### src/include/feeder_pkg.sv
// Purpose: shared constants of the line feeder host port
// Assumes: 4-bit host data bus, four lines, 3-bit indirect pointer
// Notes:   pointer locations 0..3 hold per-line status words
package feeder_pkg;
   localparam int NLINES = 4;
   localparam int DATA_W = 4;
   localparam int PTR_W  = 3;

   // host addresses selected by the address select bit
   localparam logic ADDR_PTR  = 1'b0;
   localparam logic ADDR_DATA = 1'b1;

   // indirect locations beyond the four line status words
   localparam logic [PTR_W-1:0] LOC_LINE_ENABLE = 3'h4;
   localparam logic [PTR_W-1:0] LOC_OVL_FLAGS   = 3'h5;
   localparam logic [PTR_W-1:0] LOC_INT_MASK    = 3'h6;

   // field positions
   localparam int ST_LOW_VOLT  = 0;
   localparam int ST_OPEN_LOOP = 1;
   localparam int ST_CUR_OVL   = 2;
   localparam int ST_THERM_OVL = 3;
   localparam int PTR_CMD_BIT  = 3; // write to address 0 with this bit set loads the mask
   localparam int MASK_BIT     = 0;
   localparam int THERM_BIT    = 3; // thermal summary in the address 0 read word

   // reset values
   localparam logic [PTR_W-1:0]  PTR_RST     = 3'h0;
   localparam logic [NLINES-1:0] LINE_EN_RST = 4'h0;
   localparam logic              MASK_RST    = 1'b0;
   // pin synchroniser idle: reset 0, ale 1, cs/rd/wr high, rest 0
   localparam logic [25:0]       SYNC_RST = 26'h1E00000;
endpackage

### src/include/read_port_if.sv
// Purpose: carries device state to the read word selector
// Assumes: all signals on the core clock
// Notes:   rdata is a register inside the selector
interface read_port_if;
   import feeder_pkg::*;
   logic                ce;
   logic                addr;
   logic [PTR_W-1:0]    ptr;
   logic [NLINES-1:0]   low_volt;
   logic [NLINES-1:0]   open_loop;
   logic [NLINES-1:0]   cur_ovl;
   logic [NLINES-1:0]   therm_ovl;
   logic [NLINES-1:0]   line_en;
   logic [NLINES-1:0]   ovl_flags;
   logic                int_mask;
   logic [DATA_W-1:0]   rdata;

   modport core (output ce, addr, ptr, low_volt, open_loop, cur_ovl, therm_ovl,
                 line_en, ovl_flags, int_mask, input rdata);
   modport sel  (input ce, addr, ptr, low_volt, open_loop, cur_ovl, therm_ovl,
                 line_en, ovl_flags, int_mask, output rdata);
endinterface

### src/rtl/read_select.sv
// Purpose: registered selection of the word presented on a host read
// Assumes: inputs already synchronised to the core clock
// Notes:   one cycle from pointer or address change to new word
module read_select
   import feeder_pkg::*;
(
   // clock and reset
   input  wire logic   clk,
   input  wire logic   rst,
   // state from the core
   read_port_if.sel    rp
);
   logic [1:0] line_idx;

   assign line_idx = rp.ptr[1:0];

   // word selected by address select bit and pointer
   always_ff @(posedge clk) begin
      if (rst) begin
         rp.rdata <= 4'h0;
      end else if (rp.ce) begin
         if (rp.addr == ADDR_PTR) begin
            rp.rdata <= {|rp.therm_ovl, rp.ptr};
         end else begin
            case (rp.ptr)
               3'h0, 3'h1, 3'h2, 3'h3: begin
                  // all zero reads as a normal line
                  rp.rdata <= {rp.therm_ovl[line_idx], rp.cur_ovl[line_idx],
                               rp.open_loop[line_idx], rp.low_volt[line_idx]};
               end
               LOC_LINE_ENABLE: rp.rdata <= rp.line_en;
               LOC_OVL_FLAGS:   rp.rdata <= rp.ovl_flags;
               LOC_INT_MASK:    rp.rdata <= {3'h0, rp.int_mask};
               default:         rp.rdata <= 4'h0;
            endcase
         end
      end
   end
endmodule

### src/rtl/line_feeder_host_interface.sv
// Purpose: host port, line enables and overload interrupt of a four line feeder
// Assumes: pins are asynchronous and pass two flip-flops; I_CE freezes all state
// Notes:   device held in reset by I_NRST low or by the reset pin high
//
// Summary of operation
// - latch transparent while strobe high, holds after
// - read and write strobes ignored unless chip select low
// - data bit 0 least significant, high is one
// - sample on write, drive on read, float otherwise
// - interrupt low while any overload flag set
// - interrupt unlatched, releases when flags clear
// - interrupt releases on thermal or host shutoff
// - overload interrupt maskable through pointer writes
// - reset keeps interrupt inactive
// - address 0 read gives pointer and thermal
// - address 1 read gives pointed location
// - reset clears registers, switches all off
// - each line's condition readable
// - four individually controlled line switches
// - write loads line enables, pointer or interrupt mask
module line_feeder_host_interface
   import feeder_pkg::*;
(
   // clock, reset, enable
   input  wire logic                          I_CORE_CLK,
   input  wire logic                          I_NRST,
   input  wire logic                          I_CE,
   // host bus pins
   input  wire logic                          I_RESET,
   input  wire logic                          I_ALE,
   input  wire logic                          I_CS_N,
   input  wire logic                          I_RD_N,
   input  wire logic                          I_WR_N,
   input  wire logic                          I_ADDR_SELECT_BIT,
   input  wire logic [feeder_pkg::DATA_W-1:0] I_HOST_DATA_BUS,
   output logic      [feeder_pkg::DATA_W-1:0] O_HOST_DATA_BUS,
   output logic                               O_HOST_DATA_OE,
   // open-drain interrupt
   output logic                               O_INT_N,
   output logic                               O_INT_OE,
   // line detectors
   input  wire logic [feeder_pkg::NLINES-1:0] I_LOW_VOLT,
   input  wire logic [feeder_pkg::NLINES-1:0] I_OPEN_LOOP,
   input  wire logic [feeder_pkg::NLINES-1:0] I_CUR_OVL,
   input  wire logic [feeder_pkg::NLINES-1:0] I_THERM_OVL,
   // line switches
   output logic      [feeder_pkg::NLINES-1:0] O_LINE_SWITCH_OUT
);
   import feeder_pkg::*;

   // synchroniser stages
   logic [25:0]        sync1_r;
   logic [25:0]        sync2_r;
   // synchronised pins
   logic               reset_s;
   logic               ale_s;
   logic               cs_n_s;
   logic               rd_n_s;
   logic               wr_n_s;
   logic               asel_s;
   logic [DATA_W-1:0]  data_s;
   logic [NLINES-1:0]  low_volt_s;
   logic [NLINES-1:0]  open_loop_s;
   logic [NLINES-1:0]  cur_ovl_s;
   logic [NLINES-1:0]  therm_ovl_s;
   // device state
   logic               rst;
   logic               addr_lat_r;
   logic               addr_eff;
   logic               wr_act;
   logic               wr_act_r;
   logic               waddr_r;
   logic [DATA_W-1:0]  wdata_r;
   logic               commit;
   logic [PTR_W-1:0]   ptr_r;
   logic [NLINES-1:0]  line_en_r;
   logic               mask_r;
   logic [NLINES-1:0]  line_on;
   logic [NLINES-1:0]  ovl_flags_r;
   logic [NLINES-1:0]  line_sw_r;
   logic               data_oe_r;
   logic               int_oe_r;
   logic               int_n_r;

   read_port_if rp ();

   // two-stage synchroniser for every pin; first stage feeds only the second
   always_ff @(posedge I_CORE_CLK) begin
      if (!I_NRST) begin
         sync1_r <= SYNC_RST;
         sync2_r <= SYNC_RST;
      end else if (I_CE) begin
         sync1_r <= {I_RESET, I_ALE, I_CS_N, I_RD_N, I_WR_N, I_ADDR_SELECT_BIT,
                     I_HOST_DATA_BUS, I_LOW_VOLT, I_OPEN_LOOP, I_CUR_OVL,
                     I_THERM_OVL};
         sync2_r <= sync1_r;
      end
   end

   // unpack the synchronised pins
   assign reset_s     = sync2_r[25];
   assign ale_s       = sync2_r[24];
   assign cs_n_s      = sync2_r[23];
   assign rd_n_s      = sync2_r[22];
   assign wr_n_s      = sync2_r[21];
   assign asel_s      = sync2_r[20];
   assign data_s      = sync2_r[19:16];
   assign low_volt_s  = sync2_r[15:12];
   assign open_loop_s = sync2_r[11:8];
   assign cur_ovl_s   = sync2_r[7:4];
   assign therm_ovl_s = sync2_r[3:0];

   // either the core reset or the device reset pin
   assign rst = !I_NRST || reset_s;

   // address latch: follows while strobe high, holds its last value after the fall
   always_ff @(posedge I_CORE_CLK) begin
      if (rst) begin
         addr_lat_r <= ADDR_PTR;
      end else if (I_CE && ale_s) begin
         addr_lat_r <= asel_s;
      end
   end

   // transparent path while the strobe is high, so a tied-high strobe works
   assign addr_eff = ale_s ? asel_s : addr_lat_r;

   // write strobe qualified by chip select
   assign wr_act = !wr_n_s && !cs_n_s;

   // data and address taken while the write is active; used at its end
   // sampling at the end honours the host data setup before the rising edge
   always_ff @(posedge I_CORE_CLK) begin
      if (rst) begin
         wr_act_r <= 1'b0;
         waddr_r  <= ADDR_PTR;
         wdata_r  <= 4'h0;
      end else if (I_CE) begin
         wr_act_r <= wr_act;
         if (wr_act) begin
            waddr_r <= addr_eff;
            wdata_r <= data_s;
         end
      end
   end

   // a write completes on the cycle its strobe or chip select goes inactive
   assign commit = wr_act_r && !wr_act;

   // indirect pointer and interrupt mask, both written at address 0
   always_ff @(posedge I_CORE_CLK) begin
      if (rst) begin
         ptr_r  <= PTR_RST;
         mask_r <= MASK_RST;
      end else if (I_CE && commit && waddr_r == ADDR_PTR) begin
         if (wdata_r[PTR_CMD_BIT]) begin
            mask_r <= wdata_r[MASK_BIT];
         end else begin
            ptr_r <= wdata_r[PTR_W-1:0];
         end
      end
   end

   // line enable register written at address 1
   always_ff @(posedge I_CORE_CLK) begin
      if (rst) begin
         line_en_r <= LINE_EN_RST;
      end else if (I_CE && commit && waddr_r == ADDR_DATA) begin
         line_en_r <= wdata_r[NLINES-1:0];
      end
   end

   // a line is powered when enabled and not in thermal shutdown
   assign line_on = line_en_r & ~therm_ovl_s;

   // switches and overload flags; flags drop when a line goes off
   always_ff @(posedge I_CORE_CLK) begin
      if (rst) begin
         line_sw_r   <= LINE_EN_RST;
         ovl_flags_r <= LINE_EN_RST;
      end else if (I_CE) begin
         line_sw_r   <= line_on;
         ovl_flags_r <= cur_ovl_s & line_on;
      end
   end

   // interrupt: unlatched, recomputed every cycle from the live flags
   // the pin only ever pulls low; the value output stays at zero
   always_ff @(posedge I_CORE_CLK) begin
      if (rst) begin
         int_oe_r <= 1'b0;
         int_n_r  <= 1'b0;
      end else if (I_CE) begin
         int_oe_r <= (|ovl_flags_r) && !mask_r;
         int_n_r  <= 1'b0;
      end
   end

   // data bus driven only during a selected read
   always_ff @(posedge I_CORE_CLK) begin
      if (rst) begin
         data_oe_r <= 1'b0;
      end else if (I_CE) begin
         data_oe_r <= !rd_n_s && !cs_n_s;
      end
   end

   // state handed to the read word selector
   assign rp.ce        = I_CE;
   assign rp.addr      = addr_eff;
   assign rp.ptr       = ptr_r;
   assign rp.low_volt  = low_volt_s;
   assign rp.open_loop = open_loop_s;
   assign rp.cur_ovl   = cur_ovl_s;
   assign rp.therm_ovl = therm_ovl_s;
   assign rp.line_en   = line_en_r;
   assign rp.ovl_flags = ovl_flags_r;
   assign rp.int_mask  = mask_r;

   read_select u_read_select (
      .clk (I_CORE_CLK),
      .rst (rst),
      .rp  (rp)
   );

   // outputs, each a register
   assign O_HOST_DATA_BUS   = rp.rdata;
   assign O_HOST_DATA_OE    = data_oe_r;
   assign O_INT_N           = int_n_r;
   assign O_INT_OE          = int_oe_r;
   assign O_LINE_SWITCH_OUT = line_sw_r;
endmodule

### config.mk
export PLATFORM = sky130hd
export DESIGN_NAME = line_feeder_host_interface
export DESIGN_NICKNAME = d
export VERILOG_FILES = /design/src/include/feeder_pkg.sv /design/src/include/read_port_if.sv /design/src/rtl/read_select.sv /design/src/rtl/line_feeder_host_interface.sv
export SDC_FILE = /design/constraint.sdc
export NUM_CORES = 1
export LEC_CHECK = 0
export BUFFER_PORTS_ARGS = -buffer_cell sky130_fd_sc_hd__buf_2
export CAP_MARGIN = 5
export CORE_MARGIN = 2
export CORE_UTILIZATION = 57
export DETAILED_ROUTE_END_ITERATION = 8
export GPL_TIMING_DRIVEN = 0
export PLACE_DENSITY_LB_ADDON = 0.12
export RECOVER_POWER = 100
export SYNTH_ARGS = -nofsm -noshare
export SYNTH_HDL_FRONTEND = slang
export SYNTH_SLANG_ARGS = --single-unit
### constraint.sdc
create_clock -name I_CORE_CLK -period 1.8 [get_ports I_CORE_CLK]
set_input_delay 0.27 -clock I_CORE_CLK [delete_from_list [all_inputs] [get_ports I_CORE_CLK]]
set_output_delay 0.27 -clock I_CORE_CLK [all_outputs]
set_load 0.03 [all_outputs]
# Yosys cells after proc, flatten, opt, wreduce, memory -nomap -nowiden
# Cells that the tools add are included.
dict set report totals {
  ff_bits 81
  latch_bits 0
  mem_bits_rw 0
  mem_bits_ro 0
  out_inout_bits 11
  mem_count 0
}
dict set report op_classes {
  add_sub_neg 0
  multipliers 0
  div 0
  order_cmp 1
  eq_ne 6
  shifts 0
  mux 11
  bitwise 5
  reduce_logical 22
}
# operator count
set ops {}
lappend ops {{$pmux 4 s4} 1}
lappend ops {{$reduce_or 4->1} 3}
lappend ops {{$eq 3x3->1 const B} 3}
lappend ops {{$and 4x4->4} 2}
lappend ops {{$bmux 1 s2} 4}
lappend ops {{$logic_and 1x1->1} 8}
lappend ops {{$eq 3x2->1 const B} 2}
lappend ops {{$logic_not 1->1} 6}
lappend ops {{$reduce_and 2->1} 3}
lappend ops {{$mux 1} 5}
lappend ops {{$mux 4} 1}
lappend ops {{$not 4->4} 1}
lappend ops {{$eq 3x1->1 const B} 1}
lappend ops {{$logic_not 3->1} 1}
lappend ops {{$lt 2x3->1 const B} 1}
lappend ops {{$not 1->1} 2}
lappend ops {{$logic_or 1x1->1} 1}

# Depth between registers and ports, before layout
# Gate-level depths: netlist of run 1.
dict set report depth {
  word_depth 7
  ltp_mapped 6
  depth_no_buf 3
}

# Modules after synthesis
# From an unflattened synthesis of run 1, not the netlist that was laid out.
dict set report hier_totals {
  cells_unflattened 321
  area_unflattened_um2 3347.0
}
# module n_inst cells_per_inst area_each_um2 seq_area_each_um2
set modules_own_cells {}
lappend modules_own_cells {line_feeder_host_interface 1 274 2925.3 1541.5}
lappend modules_own_cells {read_select 1 47 421.7 80.1}

# Worst setup path before layout of run 1
# Ideal clock, no wire load.
dict set report synth_timing {
  path_kind {register to register}
  startpoint {register ptr_r[0]}
  endpoint {register u_read_select.rp.rdata[3]}
  setup_time_ns 0.120
  arrival_time_ns 1.232
  required_ns 1.680
  path_slack_ns 0.448
  stages_incl_launch_ff 5
  n_path_buf 1
  period_less_slack_ns 1.352
  cell_sequence {dfxtp_1 > buf_4 > mux4_2 > a22oi_1 > a21oi_1}
}
dict set report synth_via {
  elab_chain_len 4
  word_cells_on_any_way 12
  cone_classes {eq/ne (6); mux (4); reduce/logical (2)}
}
# element line_no
set synth_lines {}
lappend synth_lines {{start: declaration} line_feeder_host_interface.sv:75} ;# logic [PTR_W-1:0] ptr_r;
lappend synth_lines {{start signal: assignment} line_feeder_host_interface.sv:159} ;# ptr_r <= wdata_r[PTR_W-1:0];
lappend synth_lines {{$eq 3x1->1 (tied with other cells)} read_select.sv:25} ;# case (rp.ptr)
lappend synth_lines {{$reduce_or 4->1 or $mux 1 (tied branches)} {read_select.sv:25, read_select.sv:28}}
lappend synth_lines {{$pmux 4 s4 (*)} read_select.sv:25}
lappend synth_lines {{$mux 4 (*)} read_select.sv:22} ;# if (rp.addr == ADDR_PTR) begin
lappend synth_lines {{end signal: assignment} read_select.sv:23} ;# rp.rdata <= {|rp.therm_ovl, rp.ptr};
lappend synth_lines {{end signal: assignment} read_select.sv:28} ;# rp.rdata <= {rp.therm_ovl[line_idx], rp.cur_ovl[line_idx],
lappend synth_lines {{end signal: assignment} read_select.sv:31} ;# LOC_LINE_ENABLE: rp.rdata <= rp.line_en;
lappend synth_lines {{end: declaration} read_port_if.sv:21} ;# line_en, ovl_flags, int_mask, output rdata);
# Every way passes the cells marked *; elsewhere a longest branch is shown, timed or not. The select of a mux whose other input is x is not followed.
# A chain may end at the register's enable or synchronous reset.

# Worst setup path in the final report of run 1
# Ends and elaborated chain as after synthesis.

==> impl_metrics.py, run 1 <==
metrics = {
    "sta": {
        "fin_crit_sh_pct": 89.7,
        "fin_crit_ps": 1610,
        "maxSlewViolCount": 0,
        "worst_hold_slack_ps": 130,
        "setup_viol": 0,
        "clock.fmax_mhz": 619,
        "tightest_slew_ps": 846,
        "finalHoldViolations": 0,
        "max_slew_margin_pct": 43.6,
        "finalClockSkew_ps": 8.88,
        "tns_ps": 0,
        "rsz0062_at_grt": "no",
    },
    "pwr": {
        "p_int_mw": 2.83,
        "p_leak_nw": 1.54,
        "p_switching_mw": 0.819,
        "power_frac_comb_pct": 7.2,
        "p_total_mw": 3.65,
        "cellPowerDensity_nw_per_um2": 955,
        "power_frac_clock_pct": 41.1,
        "seqPwrFrac_pct": 51.7,
        "ir_worst_vdd_v": 0.000631,
        "switching_share_pct": 22.5,
    },
    "cts": {
        "clock_sink_count": 81,
        "ctsHoldBuffers": 0,
        "cts_root_buf": "clkbuf_8",
        "ctsResizeCount": 0,
        "clk_pin_slew_ps": 80,
        "clk_latency_ps": 350,
        "post_cts_buffers": 0,
        "htreeDepth": 3,
        "clock_tree.buffer_depth": 2,
        "numCtsBuffers": 9,
        "cts_tree": "built",
    },
    "yosys": {
        "yosys_warnings": 0,
        "yosys_register_bits": 81,
        "seq_area_frac_synth_pct": 48.5,
        "synthDistinctLibCells": 36,
        "synth.cell_area_um2": 3340,
        "synth_cells": 323,
        "synth_area_per_cell_um2": 10.3,
        "syn_nets": 352,
    },
    "floorplanning": {
        "design.core.area_um2": 5570,
        "die_x_um": 80.6,
        "initial_core_util_pct": 59.9,
        "ios": 40,
        "die_area_um2": 6490,
        "die_h_um": 80.6,
        "fp-row-count": 27,
    },
    "worst_setup_path": {
        "crit_family": "multiplexers",
        "end_kind": "register",
        "reg2reg_from": "ptr_r[0]$_SDFFE_PP0P_",
        "critPathSlowestCell": "mux4_2",
        "crit_buf_inv": 1,
        "reg2reg_depth": 4,
        "path_class": "reg2reg",
        "cp_data_required_time_ps": 2040,
        "crit_chain": "clkbuf_2, mux4_2, a22oi_1, a21oi_1",
        "start_kind": "register",
        "path_max_fanout": 10,
        "arrival_ps": 1850,
        "reg2reg_to": "u_read_select.rp.rdata[3]$_SDFFE_PP0P_",
        "reg2reg_slack_ps": 190,
        "slowest_delay_ps": 550,
    },
    "route": {
        "drt-initial-drc-count": 127,
        "ant_nets": 0,
        "drc_errors": 0,
        "vias": 2409,
        "post_drt_wl_per_cell_um": 15.1,
        "dr.pass1.iters": 4,
        "vias_per_cell": 5.39,
        "wl_um": 6740,
    },
    "global_route": {
        "grt_usage_pct": 23.1,
        "grtUsageMet3_pct": 4.27,
        "met2_usage_pct": 35.3,
        "grtUsageMet1_pct": 31.2,
        "gr-total-overflow": 0,
        "antenna_found_initial": 0,
        "grt_pass1_wl_um": 11200,
        "grt_max_degree": 14,
        "grt-busiest-layer": "met2",
        "grt_pass1_vias": 2306,
    },
    "worst_hold_path": {
        "hp-class": "in2reg",
        "hold_depth": 3,
        "hold_path.startpoint": "I_RD_N",
        "holdPathEnd": "sync1_r[22]$_SDFFE_PN1P_",
    },
    "final_layout": {
        "multi_input_comb_area_um2": 1590,
        "fin_area_um2": 3820,
        "drive_above_1_share_pct": 15.7,
        "diodes": 0,
        "final_cells": 447,
        "seq_area_um2": 1620,
        "syn2layout_area_growth_pct": 14.3,
        "nets": 399,
        "fillers": 452,
    },
    "placement": {
        "hpwl_um": 4830,
        "gp_congestion": 0.841,
        "place_area_um2": 3610,
        "post-place-cells": 431,
        "numPortBuffers": 36,
    },
    "flow_run": {
        "drv_cap": 0,
    },
    "outcome": {
        "status": "finished clean",
    },
}
[metal layers]
metal  vias up  share of wire (%)  wire length [um]
li1       1216                  -                 -
met1      1127                 48              3250
met2        52                 45              3060
met3        14                3.9               260
met4         0                2.5               169
met5         -                  0                 0
[worst register-to-register path, cell delays in order, from the launching register on]
cell and delay, ps:
dfxtp_1 350, clkbuf_2 290, mux4_2 560, a22oi_1 220, a21oi_1 90
[state kept, by name (all words and copies together) (netlist names), 3 cells and up]
register                cells
ptr_r                       3
u_read_select.rp.rdata      4
line_en_r                   4
sync2_r                    26
O_LINE_SWITCH_OUT           4
ovl_flags_r                 4
wdata_r                     4
sync1_r                    26
[cell usage after synthesis]
cell,number,area share (%)
a41oi_1,1,0.26
a211oi_1,2,0.45
a311o_1,2,0.60
or3_1,1,0.19
o221a_2,1,0.34
nor4bb_1,1,0.30
nor2_1,16,1.8
a31oi_1,2,0.37
buf_2,11,1.6
conb_1,1,0.11
dfxtp_1,81,49
buf_1,1,0.11
mux4_1,1,0.79
nand3_1,9,1.3
a21oi_1,16,2.4
buf_4,4,0.90
nor3b_2,1,0.37
inv_1,5,0.56
nor2b_1,52,9.7
nor4_1,2,0.37
nand4_1,4,0.75
o2111ai_1,1,0.26
o211ai_1,1,0.22
a22oi_1,1,0.22
mux2i_1,63,19
clkbuf_1,7,0.79
or4b_1,1,0.30
nor3_1,1,0.15
o31ai_1,5,1.1
nand2_1,19,2.1
mux4_2,3,2.0
nor3b_1,1,0.22
o211a_1,1,0.30
o21a_1,1,0.22
mux2_2,3,1.0
nand2b_1,1,0.19
[power groups by stage]
stage	Combinational (mW)	Sequential [mW]	Clock, mW
after detailed placement	0.267	1.93	0
after global routing	0.291	1.89	1.58
after CTS	0.268	1.89	1.51
after global placement	0.259	1.93	0
after floorplan	0.187	1.92	0
final	0.264	1.89	1.50
[cells by family after synthesis]
kind of cell	Yosys count	synth area share [%]
simple gates	109	17.9
flops	81	48.5
mux	70	22.7
compound gates	34	6.78
buf+inv	28	4.01
other cells	1	0.112
[stage by stage]
stage,util [%],setup slack (ps)
after floorplan,-,448
after detailed placement,64.8,259
after CTS,68.9,301
after global placement,64.8,257
after global routing,68.5,119
final,68.5,185
[area by class of cell]
| type | count | area share, % |
|---|---|---|
| inverter | 5 | 0.492 |
| timing repair buffer | 36 | 4.39 |
| sequential | 81 | 42.5 |
| multi-input combinational | 214 | 41.5 |
| buffer | 23 | 2.75 |
| clock inverter | 5 | 2.03 |
| clock buffer | 11 | 3.97 |
| tap | 72 | 2.36 |
[worst max path at each step]
stage	startpoint	end	cells past startpoint
after CTS	ptr_r[0]$_SDFFE_PP0P_	u_read_select.rp.rdata[3]$_SDFFE_PP0P_	4
final	ptr_r[0]$_SDFFE_PP0P_	u_read_select.rp.rdata[3]$_SDFFE_PP0P_	4
after global routing	ptr_r[0]$_SDFFE_PP0P_	u_read_select.rp.rdata[3]$_SDFFE_PP0P_	4
after detailed placement	I_CE	line_en_r[0]$_SDFFE_PP0P_	6
after global placement	I_CE	line_en_r[1]$_SDFFE_PP0P_	6
after floorplan	ptr_r[0]$_SDFFE_PP0P_	u_read_select.rp.rdata[3]$_SDFFE_PP0P_	4
[placed cells by master, fill, tap and decap left out, types with 2 or more instances in the layout]
cell,Yosys,routed
clkbuf_1,7,24
a31oi_1,2,2
dfxtp_1,81,81
inv_1,5,5
clkbuf_2,0,2
a21oi_1,16,16
a311o_1,2,2
mux4_2,3,3
clkinv_2,0,2
buf_2,11,30
bufinv_16,0,2
nor2b_1,52,52
mux2i_1,63,63
clkbuf_8,0,11
nor2_1,16,16
nor4_1,2,2
mux2_2,3,3
nand3_1,9,9
buf_4,4,3
a211oi_1,2,2
o31ai_1,5,5
nand4_1,4,4
nand2_1,19,19
No activity file was read; power rests on OpenSTA's default activity.
==> run 2, diff against run 1 <==
--- a/config.mk
+++ b/config.mk
@@ -11,6 +11,7 @@
 export CORE_UTILIZATION = 57
 export DETAILED_ROUTE_END_ITERATION = 8
 export GPL_TIMING_DRIVEN = 0
+export HOLD_SLACK_MARGIN = 0.02
 export PLACE_DENSITY_LB_ADDON = 0.12
 export RECOVER_POWER = 100
 export SYNTH_ARGS = -nofsm -noshare
==> constraint.sdc (replaced) <==
create_clock -name I_CORE_CLK -period 1.8 [get_ports I_CORE_CLK]
set_input_delay 0.36 -clock I_CORE_CLK [delete_from_list [all_inputs] [get_ports I_CORE_CLK]]
set_output_delay 0.36 -clock I_CORE_CLK [all_outputs]
set_load 0.03 [all_outputs]
==> run 2 against run 1 <==
Non-clock buffer count unchanged. Design area unchanged. Global-route usage unchanged. Core utilization unchanged. Combinational power about the same. Wire length increased by 0.12%. Critical path type unchanged.
==> impl_metrics.py, run 2 (same netlist as run 1, synthesis figures left out) <==
metrics = {
    "outcome": {
        "status": "finished clean",
    },
    "worst_setup_path": {
        "start_kind": "register",
        "path_class": "reg2reg",
        "slowest_delay_ps": 550,
        "crit_chain": "clkbuf_2, mux4_2, a22oi_1, a21oi_1",
        "path_max_fanout": 10,
        "reg2reg_slack_ps": 190,
        "reg2reg_from": "ptr_r[0]$_SDFFE_PP0P_",
        "reg2reg_depth": 4,
        "cp_data_required_time_ps": 2040,
        "end_kind": "register",
        "critPathSlowestCell": "mux4_2",
        "arrival_ps": 1850,
        "reg2reg_to": "u_read_select.rp.rdata[3]$_SDFFE_PP0P_",
    },
    "cts": {
        "clk_pin_slew_ps": 80,
        "htreeDepth": 3,
        "clock_tree.buffer_depth": 2,
        "cts_tree": "built",
        "numCtsBuffers": 9,
        "cts_root_buf": "clkbuf_8",
        "clk_latency_ps": 350,
        "clock_sink_count": 81,
        "post_cts_buffers": 0,
        "ctsHoldBuffers": 0,
        "ctsResizeCount": 0,
    },
    "floorplanning": {
        "die_x_um": 80.6,
        "fp-row-count": 27,
        "ios": 40,
        "die_area_um2": 6490,
        "die_h_um": 80.6,
        "design.core.area_um2": 5570,
        "initial_core_util_pct": 59.9,
    },
    "route": {
        "drc_errors": 0,
        "ant_nets": 0,
        "drt-initial-drc-count": 131,
        "wl_um": 6740,
        "vias": 2407,
        "post_drt_wl_per_cell_um": 15.1,
        "dr.pass1.iters": 4,
        "vias_per_cell": 5.38,
    },
    "sta": {
        "maxSlewViolCount": 0,
        "clock.fmax_mhz": 620,
        "tightest_slew_ps": 846,
        "setup_viol": 0,
        "tns_ps": 0,
        "finalClockSkew_ps": 8.95,
        "finalHoldViolations": 0,
        "fin_crit_ps": 1610,
        "rsz0062_at_grt": "no",
        "max_slew_margin_pct": 43.6,
        "fin_crit_sh_pct": 89.7,
        "worst_slack_ps": 186,
    },
    "worst_hold_path": {
        "hold_path.startpoint": "I_RD_N",
        "hp-class": "in2reg",
        "holdPathEnd": "sync1_r[22]$_SDFFE_PN1P_",
        "hold_depth": 3,
    },
    "pwr": {
        "cellPowerDensity_nw_per_um2": 955,
        "p_leak_nw": 1.54,
        "p_total_mw": 3.65,
        "ir_worst_vdd_v": 0.000631,
    },
    "global_route": {
        "grt_usage_pct": 23.1,
        "antenna_found_initial": 0,
        "grt_pass1_vias": 2306,
        "grt_pass1_wl_um": 11200,
        "grt_max_degree": 14,
        "gr-total-overflow": 0,
    },
    "final_layout": {
        "nets": 399,
        "final_cell_mix": "dfxtp_1, mux2i_1, nor2b_1, buf_2, clkbuf_1",
        "syn2layout_area_growth_pct": 14.3,
        "final_common_cell": "dfxtp_1",
        "final_cells": 447,
        "diodes": 0,
        "fin_util_pct": 68.5,
        "drive_above_1_share_pct": 15.7,
        "reg_top3": "sync1_r (26), sync2_r (26)",
    },
    "placement": {
        "gp_congestion": 0.841,
        "post-place-cells": 431,
        "numPortBuffers": 36,
        "preCtsSetupSlack_ps": 169,
        "hpwl_um": 4830,
    },
    "flow_run": {
        "drv_cap": 0,
    },
}
-- run 2: cell types whose count changed in the layout (fill, tap and decap cells not counted), sizes merged --
cell / before / now
buf: 33 / 34
clkbuf: 37 / 36
-- run 2: layout make-up --
cell class | count | area (um2)
clock buffer | 11 | 151
tap | 72 | 90.1
multi-input combinational | 214 | 1590
inverter | 5 | 18.8
timing repair buffer | 36 | 168
fill | 452 | 1760
buffer | 23 | 105
clock inverter | 5 | 77.6
sequential | 81 | 1620
-- run 2: where the power goes --
part | switching (mW) | total (mW) | internal [mW]
clock | 0.644 | 1.50 | 0.852
combinational | 0.138 | 0.264 | 0.126
sequential | 0.0361 | 1.89 | 1.85
-- run 2: worst max-delay path by stage --
stage	start	endpoint	slack, ps	cells past startpoint
after global placement	I_CE	line_en_r[1]$_SDFFE_PP0P_	170	6
after floorplan	ptr_r[0]$_SDFFE_PP0P_	u_read_select.rp.rdata[3]$_SDFFE_PP0P_	450	4
final	ptr_r[0]$_SDFFE_PP0P_	u_read_select.rp.rdata[3]$_SDFFE_PP0P_	190	4
after global routing	ptr_r[0]$_SDFFE_PP0P_	u_read_select.rp.rdata[3]$_SDFFE_PP0P_	120	4
after CTS	ptr_r[0]$_SDFFE_PP0P_	u_read_select.rp.rdata[3]$_SDFFE_PP0P_	300	4
after detailed placement	I_CE	line_en_r[0]$_SDFFE_PP0P_	170	6
-- run 2: routing by layer --
metal / share of wire [%] / GRT usage, % / vias to the layer above
met3: 3.9 / 4.27 / 12
met5: 0 / 0 / -
li1: - / - / 1216
met1: 48 / 31.2 / 1127
met2: 46 / 35.3 / 52
met4: 2.4 / 11.5 / 0
-- run 2: per-stage QoR --
| step | instance area [um2] | hold WS (ps) |
|---|---|---|
| 2_1_floorplan | 3340 | 441 |
| 3_3_place_gp | 3610 | 457 |
| 3_5_place_dp | 3610 | 463 |
| 4_1_cts | 3840 | 223 |
| 5_1_grt | 3820 | 229 |
| 6_report | 3820 | 220 |
-- run 2: critical path, delay by kind of cell, from the launching register on --
kind | cells | cell delay, ps
compound gates | 2 | 310
flops | 1 | 350
mux | 1 | 550
buf+inv | 1 | 290
